==> src/common/spi_frame_consts.vh <==
// constants for the sixteen-bit serial slave port
// assumes inclusion by the port module only
`ifndef SPI_FRAME_CONSTS_VH
`define SPI_FRAME_CONSTS_VH
`define FRAME_BITS 16
`define CNT_W 5
`define ADDR_W 7
`define ADDR_LSB 0
`define ADDR_MSB 6
`define RW_BIT 7
`define DATA_LSB 8
`define DATA_MSB 15
`define REG_COUNT 128
`define ERR_BIT 0
`define REG_RESET 8'h00
`endif

==> src/spi_frame_port.v <==
// sixteen-bit serial slave port with a small byte register space
// assumes a host master on sclk/cs/mosi pins, all sampled by sys_clk_i (10 MHz)
//
// Behaviour
// - every frame carries sixteen input bits clocked by host serial clock
// - transfers only while chip select is low; idle otherwise
// - received word is acted on only after chip select rises
// - serial output released to high impedance when chip select rises
// - input bit captured on each falling serial clock edge
// - output updated with next bit after each rising serial clock edge
// - no pass-through of received bits; no daisy chaining
// - bad clock count discards word and flags error in next frame
// - bits 6..0 address, bit 7 write, bits 15..8 data
// - frames ignored while restart mode is active
// - write shows old byte; new value visible on next access
`timescale 1ns/1ps
`include "spi_frame_consts.vh"
module spi_frame_port #(
  parameter FRAME_BITS = `FRAME_BITS
) (
  // clock and reset
  input wire sys_clk_i,
  input wire rst_b_i,
  // serial pins
  input wire serial_clk_i,
  input wire chip_select_low_i,
  input wire serial_in_line_i,
  output reg serial_out_line_o,
  output reg serial_out_line_oe_o,
  // device state
  input wire restart_mode_i,
  // decoded frame to device logic
  output reg frame_valid_o,
  output reg frame_write_o,
  output reg [`ADDR_W-1:0] frame_addr_o,
  output reg [7:0] frame_data_o,
  output reg frame_error_o
);

  // ==========================================
  // pin synchronisers
  reg [1:0] sclk_sync_r;
  reg [1:0] cs_sync_r;
  reg [1:0] sdi_sync_r;
  reg sclk_d_r;
  reg cs_d_r;

  always @(posedge sys_clk_i) begin
    if (!rst_b_i) begin
      sclk_sync_r <= 2'h0;
      cs_sync_r <= 2'h3;
      sdi_sync_r <= 2'h0;
      sclk_d_r <= 1'b0;
      cs_d_r <= 1'b1;
    end else begin
      sclk_sync_r <= {sclk_sync_r[0], serial_clk_i};
      cs_sync_r <= {cs_sync_r[0], chip_select_low_i};
      sdi_sync_r <= {sdi_sync_r[0], serial_in_line_i};
      sclk_d_r <= sclk_sync_r[1];
      cs_d_r <= cs_sync_r[1];
    end
  end

  wire sclk_s = sclk_sync_r[1];
  wire cs_s = cs_sync_r[1];
  wire sdi_s = sdi_sync_r[1];
  wire cs_fall = cs_d_r & ~cs_s;
  wire cs_rise = ~cs_d_r & cs_s;
  wire in_frame = ~cs_s & ~cs_d_r;
  wire sclk_fall = in_frame & sclk_d_r & ~sclk_s;
  wire sclk_rise = in_frame & ~sclk_d_r & sclk_s;

  // ==========================================
  // field decoding
  function [`ADDR_W-1:0] addr_field;
    input [FRAME_BITS-1:0] word;
    begin
      addr_field = word[`ADDR_MSB:`ADDR_LSB];
    end
  endfunction

  function [7:0] data_field;
    input [FRAME_BITS-1:0] word;
    begin
      data_field = word[`DATA_MSB:`DATA_LSB];
    end
  endfunction

  function write_field;
    input [FRAME_BITS-1:0] word;
    begin
      write_field = word[`RW_BIT];
    end
  endfunction

  // zero clocks or exactly one full word
  function count_legal;
    input [`CNT_W-1:0] cnt;
    input over;
    begin
      count_legal = !over && (cnt == {`CNT_W{1'b0}} || cnt == FRAME_BITS);
    end
  endfunction

  // ==========================================
  // register space
  reg [7:0] regs_r [0:`REG_COUNT-1];
  integer i;

  // ==========================================
  // frame state
  reg [FRAME_BITS-1:0] shift_in_r;
  reg [FRAME_BITS-1:0] shift_out_r;
  reg [`CNT_W-1:0] bit_cnt_r;
  reg cnt_over_r;
  reg err_pending_r;
  reg restart_seen_r;

  wire [`ADDR_W-1:0] rx_addr = addr_field(shift_in_r);
  wire [7:0] rx_data = data_field(shift_in_r);
  wire rx_write = write_field(shift_in_r);
  wire count_ok = count_legal(bit_cnt_r, cnt_over_r);
  // full word and no restart anywhere in the frame
  wire frame_accept = count_ok && (bit_cnt_r == FRAME_BITS) && !restart_seen_r && !restart_mode_i;
  // error flag held through the first bit cell
  wire err_flag = err_pending_r | restart_mode_i;
  // address bits sit at the top once all of them are in
  wire addr_done = sclk_fall && (bit_cnt_r == `ADDR_W);
  wire [`ADDR_W-1:0] early_addr = shift_in_r[FRAME_BITS-1:FRAME_BITS-`ADDR_W];

  // ==========================================
  // input shift register and bit counter
  always @(posedge sys_clk_i) begin
    if (!rst_b_i) begin
      shift_in_r <= {FRAME_BITS{1'b0}};
      bit_cnt_r <= {`CNT_W{1'b0}};
      cnt_over_r <= 1'b0;
    end else if (cs_fall) begin
      shift_in_r <= {FRAME_BITS{1'b0}};
      bit_cnt_r <= {`CNT_W{1'b0}};
      cnt_over_r <= 1'b0;
    end else if (sclk_fall) begin
      shift_in_r <= {sdi_s, shift_in_r[FRAME_BITS-1:1]};
      if (bit_cnt_r == FRAME_BITS) begin
        cnt_over_r <= 1'b1;
      end else begin
        bit_cnt_r <= bit_cnt_r + 1'b1;
      end
    end
  end

  // ==========================================
  // error and restart tracking
  always @(posedge sys_clk_i) begin
    if (!rst_b_i) begin
      err_pending_r <= 1'b0;
      restart_seen_r <= 1'b0;
    end else if (cs_rise) begin
      err_pending_r <= !count_ok || restart_seen_r || restart_mode_i;
      restart_seen_r <= 1'b0;
    end else if (restart_mode_i && !cs_s) begin
      restart_seen_r <= 1'b1;
    end
  end

  // ==========================================
  // serial output
  always @(posedge sys_clk_i) begin
    if (!rst_b_i) begin
      shift_out_r <= {FRAME_BITS{1'b0}};
      serial_out_line_o <= 1'b0;
      serial_out_line_oe_o <= 1'b0;
    end else if (cs_fall) begin
      shift_out_r <= {{(FRAME_BITS-1){1'b0}}, err_flag};
      serial_out_line_o <= err_flag;
      serial_out_line_oe_o <= 1'b1;
    end else if (cs_rise) begin
      serial_out_line_oe_o <= 1'b0;
      serial_out_line_o <= 1'b0;
    end else begin
      if (addr_done) begin
        shift_out_r[`DATA_MSB:`DATA_LSB] <= regs_r[early_addr];
      end
      if (sclk_rise) begin
        serial_out_line_o <= shift_out_r[bit_cnt_r[3:0]] | restart_mode_i;
      end
    end
  end

  // ==========================================
  // decoded frame outputs
  always @(posedge sys_clk_i) begin
    if (!rst_b_i) begin
      frame_valid_o <= 1'b0;
      frame_write_o <= 1'b0;
      frame_addr_o <= {`ADDR_W{1'b0}};
      frame_data_o <= 8'h00;
      frame_error_o <= 1'b0;
    end else begin
      frame_valid_o <= 1'b0;
      if (cs_rise) begin
        if (frame_accept) begin
          frame_valid_o <= 1'b1;
          frame_write_o <= rx_write;
          frame_addr_o <= rx_addr;
          frame_data_o <= rx_data;
          frame_error_o <= 1'b0;
        end else begin
          frame_error_o <= 1'b1;
        end
      end
    end
  end

  // ==========================================
  // register store
  // commit after frame
  always @(posedge sys_clk_i) begin
    if (!rst_b_i) begin
      for (i = 0; i < `REG_COUNT; i = i + 1) begin
        regs_r[i] <= `REG_RESET;
      end
    end else if (cs_rise && frame_accept && rx_write) begin
      regs_r[rx_addr] <= rx_data;
    end
  end

endmodule

==> config.mk <==
export PLATFORM = sky130hd
export DESIGN_NAME = spi_frame_port
export DESIGN_NICKNAME = d
export VERILOG_FILES = /design/src/spi_frame_port.v
export VERILOG_INCLUDE_DIRS = /design/src /design/src/common
export SDC_FILE = /design/constraint.sdc
export NUM_CORES = 2
export LEC_CHECK = 0
export ABC_AREA = 0
export ABC_CLOCK_PERIOD_IN_PS = 2610
export BUFFER_PORTS_ARGS = -buffer_cell sky130_fd_sc_hd__buf_4
export CORE_MARGIN = 2
export CORE_UTILIZATION = 55
export CTS_CLUSTER_SIZE = 20
export DETAILED_ROUTE_END_ITERATION = 12
export PLACE_DENSITY = 0.8
export SLEW_MARGIN = 20
export SYNTH_ARGS = -nofsm -noshare
export SYNTH_HDL_FRONTEND = slang
export SYNTH_SLANG_ARGS = --single-unit
==> constraint.sdc <==
create_clock -name sys_clk_i -period 2.61 [get_ports sys_clk_i]
set_input_delay 0.522 -clock sys_clk_i [delete_from_list [all_inputs] [get_ports sys_clk_i]]
set_output_delay 0.522 -clock sys_clk_i [all_outputs]
set_load 0.05 [all_outputs]
After elaboration in Yosys (flattened, before gate mapping)
Memories as Yosys holds them, arrays and structs flattened. A register that Yosys moved wholly into a read port is not among the register bits.
Index checks and enable logic that the tools add are counted.

operators by class
  add/subtract/negate cells = 1
  multiply operators = 0
  div/mod/pow operators = 0
  order comparisons = 1
  equal/unequal tests = 2
  shift operators = 0
  mux-type cells = 16
  bitwise operators = 16
  reduce and logical (&&, ||, !) cells = 27

operator list
  kind                                                                   number
  1-bit 2-to-1 mux                                                       13
  2-bit AND reduction                                                    5
  1-bit logical AND                                                      8
  8-bit 2-to-1 mux                                                       1
  8-bit OR reduction                                                     1
  1-bit bitwise AND                                                      7
  7-bit 2-to-1 mux                                                       1
  1-bit NOT                                                              7
  5-bit by 1-bit adder with 5-bit output, second input constant          1
  5-bit by 3-bit equality test with 1-bit output, second input constant  1
  5-bit equality test, second input constant                             1
  1-bit zero test                                                        5
  5-bit zero test                                                        1
  4-bit by 5-bit < comparator with 1-bit output, second input constant   1
  1-bit binary-select mux with 4-bit select                              1
  2-bit OR reduction                                                     2
  1-bit logical OR                                                       3
  3-bit nonzero test                                                     1
  1-bit OR                                                               2
  2-bit nonzero test                                                     1

word-level totals
  register bits = 53
  bits in latches = 0
  bits in writable memories = 1024
  ROM bits = 0
  input port bits = 6
  output and inout port bits = 20
  logic and storage cells = 82
  memories = 1

memory list
  name    depth  width  read ports  clocked after memory_dff  wr ports  RTL line              RTL
  regs_r  128    8      1           1                         128       spi_frame_port.v:107  reg [7:0] regs_r [0:`REG_COUNT-1];

Logic depth before layout (Yosys ltp)
  word-level depth = 13
  depth in mapped cells = 11
  depth with buffers taken out = 8

Worst setup path before layout
No wires, ideal clock.

  path type = register to register
  start point = register bit_cnt_r[0]
  end point = memory regs_r[12][0], enable pin
  library setup time = 0.329 ns
  arrival = 2.264 ns
  data required time = 2.281 ns
  setup slack = 0.018 ns
  cell stages (with the launch flop) = 12
  buffers on the path = 3
  period minus slack after synthesis = 2.592 ns
  cell sequence = dfxtp_1 inv_1 ha_1 and4bb_2 and3_1 buf_4 nand3_2 nor3_4 buf_2 buf_2 nand2_1 nand2_1

RTL lines
  element                 RTL line              RTL
  start, declared         spi_frame_port.v:114  reg [`CNT_W-1:0] bit_cnt_r;
  start signal, assigned  spi_frame_port.v:136  bit_cnt_r <= {`CNT_W{1'b0}};
  start signal, assigned  spi_frame_port.v:140  bit_cnt_r <= {`CNT_W{1'b0}};
  start signal, assigned  spi_frame_port.v:147  bit_cnt_r <= bit_cnt_r + 1'b1;
  end, declared           spi_frame_port.v:107

==> summary.txt <==
Status
  – Status: finished with violations
  – Failing checks: negative setup slack

Routing
  – Starting DRT DRC Count: 4634
  – Vias: 33600
  – Met2 WL: 66480 µm
  – Vias per cell: 6.588
  – Met3 WL post-DR: 13340 µm
  – Routed len/inst: 26.25 µm
  – Post-DRT Antenna Nets: 0
  – Total wire length: 133900 µm
  – DR pass1 iterations: 8
  – Uppermost routed layer: met4
  – Drt drc: 0
  – Met1 wire length: 48020 µm

Layout
  – Layout Cells excl Fill: 5100
  – Final core utilization: 65.10%
  – Layout area overhead: 17.82%
  – Commonest non-fill, non-tap cell in the layout: and3_1
  – Layout cells sized above 1: 26.42%
  – Inserted Diodes: 0
  – Most frequent cells in the layout: and3_1 (1025), edfxtp_1 (1024), buf_4 (397)
  – Post-layout nets: 3830

Setup path
  – Critical Path RT: 3.18 ns
  – Slowest cell on crit path: mux4_2
  – R2R cell count: 8
  – Crit Path Class: reg -> reg
  – Worst EP arrival: 3.20 ns
  – Worst-path maximum fanout: 11
  – RR Startpoint: shift_in_r[10]
  – CP endpoint kind: register
  – Crit path launch: shift_in_r[10]
  – Largest stage delay on the critical path: 0.55 ns
  – Buf/Inv on CP: 3
  – Critical Path Stages: 8
  – Family with the most delay on the worst path: multiplexers
  – Setup crit start kind: register
  – Worst-path cell chain: buf_6 > buf_16 > mux4_2 > mux2_2 > o211ai_1 > nor4bb_2 > buf_4 > nor4_1

Synth
  – Primary FF master, synth: edfxtp_1
  – Synth Cell Area: 0.05049 mm²
  – Cells after Synth: 3670
  – Register area share after synthesis: 63.31%
  – Avg Synthesized Cell Area: 13.76 µm²
  – Syn_nets: 3681
  – Post-synth EDFFs: 1024
  – Synth Register Bits: 1085
  – Largest area contributor in the netlist: edfxtp_1
  – Synth top area share: 60.90%
  – Ys Warns: 0
  – Synth cell types: 57
  – Synth area leaders: edfxtp_1 (61%), and3_1 (13%), mux4_2 (10%), nand2_1 (2.6%), clkbuf_1 (2.6%)
  – Async set-or-reset flop fraction in the synthesized netlist: 0%

Floorplanning
  – DIE WIDTH: 307 µm
  – # rows: 111
  – Initial core utilization: 55.25%
  – Die ar.: 0.09425 mm²
  – Num ports: 26
  – Floorplan Core Area: 0.09139 mm²
  – Chip height: 307 µm

Timing
  – Unrepaired setup endpoints after global routing: yes
  – Min Tclk post-route: 2.634 ns
  – Final setup vio count: 4
  – Final worst setup slack: -0.02437 ns
  – Relative slew slack: 45.86%
  – Period utilisation layout: 100.9%
  – Max Slew Vio Count: 0
  – Final hold violations: 0
  – F_max: 0.3796 GHz
  – Clock Skew: 0.03832 ns
  – Post-Route Setup TNS: -0.04012 ns
  – Least-Margin Pin Slew: 0.8121 ns
  – WHS: 0.02092 ns

Global route
  – Initial antenna violation count: 0
  – Total GRT Usage: 28.00%
  – GRT overflow: 0
  – Largest net degree at the start of global routing: 73
  – Vias in the first global route: 33284
  – Global-route wire length before repair: 201400 µm

Place
  – Routability Congestion: 0.8941
  – Placed insts: 4860
  – IO buf count: 25
  – Post-detail-place hpwl: 81350 µm

Power and ir drop
  – Tot Pwr: 37100 µW
  – Static Leak: 0.02491 µW
  – Peak VDD IR: 628.1 µV
  – Power Density: 623.6 mW/mm²

Clock network
  – # H-tree levels: 3
  – Total CTS buffers: 108
  – Sink Count: 1085
  – Skew-Pair Late Insertion Delay: 0.71 ns
  – Clk slew on worst S/H paths: 0.06 ns
  – Clk buf depth: 3
  – Root buffer cell: clkbuf_16
  – CTS tree: built

Worst hold path
  – Hold Crit Depth: 2
  – Hold Startpoint: chip_select_low_i
  – Min-delay worst type: in -> reg

Flow run
  – Max-Cap Viols: 0
==> per-layer routing <==
metal | up-vias | global-route usage (%)
li1 | 14343 | -
met1 | 16698 | 36.81
met2 | 2155 | 46.67
met3 | 404 | 4.624
met4 | 0 | 11.62
met5 | - | 0
==> through the flow <==
stage / setup WS [ns] / cell area [µm²]
2_1_floorplan: 0.01750 / 50490
4_1_cts: 0.0002558 / 59030
3_5_place_dp: -0.3233 / 54900
5_1_grt: -0.09535 / 59490
6_report: -0.02437 / 59490
3_3_place_gp: -0.2764 / 54900
==> path summary, 6_finish.rpt <==
check | to | slack, ns
setup / recovery | shift_out_r[13] | -0.02
hold / removal | cs_sync_r[0] | 0.02
setup reg to reg | shift_out_r[13] | -0.02
hold reg to reg | shift_in_r[15] | 0.42
==> kinds of logic (layout without fill, tap and decap cells) <==
family,count (synthesis),after routing,share of synthesized area [%]
AOI/OAI and AO/OA,216,216,3.112
xor gates and xnor gates,3,3,0.05205
muxes,290,290,11.41
and+or+nand+nor,1577,1577,17.69
buffers and inverters,494,738,4.297
adders and majority gates,5,5,0.1239
DFF,1085,1085,63.31
==> cell usage after synthesis (5+ instances only) <==
master	count
a22o_1	20
clkbuf_1	347
and2_1	16
o211ai_1	11
buf_2	72
nor2b_1	34
buf_1	16
edfxtp_1	1024
nand2_1	353
and3_1	1026
inv_1	11
a211oi_1	21
o22ai_1	30
mux4_2	227
or4_1	6
a21oi_1	33
o221ai_1	8
a2111oi_0	6
buf_6	12
nor3_1	32
mux2_2	16
dfxtp_1	61
nor2_1	40
mux2i_1	47
nor4_1	8
buf_4	36
ha_1	5
a21boi_0	17
nand2b_1	16
nand3_1	18
a221oi_1	27
o21ai_0	5
a22oi_1	28
==> final cells by class <==
class / count / area, µm²
inverter: 11 / 41.29
sequential: 1085 / 32000
clock buffer: 133 / 2829
timing repair buffer: 522 / 5450
tap: 1186 / 1484
clock inverter: 72 / 865.8
multi-input combinational: 2091 / 16820
fill: 5928 / 31890
==> power breakdown <==
| part | total, µW | switching, µW | internal [µW] | leakage [µW] |
|---|---|---|---|---|
| Clock | 16300 | 6780 | 9510 | 0.00181 |
| Sequential | 19700 | 184 | 19500 | 0.0111 |
| Combinational | 1120 | 610 | 505 | 0.0120 |
| Total | 37100 | 7570 | 29500 | 0.0249 |
==> registers in the layout, summed over array words and instances (netlist names) <==
name                  flops
bit_cnt_r                 5
cnt_over_r                1
cs_d_r                    1
cs_sync_r                 2
err_pending_r             1
frame_addr_o              7
frame_data_o              8
frame_error_o             1
frame_valid_o             1
frame_write_o             1
regs_r                 1024
restart_seen_r            1
sclk_d_r                  1
sclk_sync_r               2
sdi_sync_r                2
serial_out_line_o         1
serial_out_line_oe_o      1
shift_in_r               16
shift_out_r               9
==> what timing repair did <==
| item | CTS | global route |
|---|---|---|
| setup buffers | 10 | 16 |
| pin swaps | 3 | 7 |
| endpoints found under the hold margin | 1 | 0 |
| hold buffers | 1 | 0 |
| gates cloned | 5 | 4 |
| setup endpoints to repair | 8 | 457 |
| gates resized for setup | 35 | 57 |
Power figures use the tool's default switching activity.
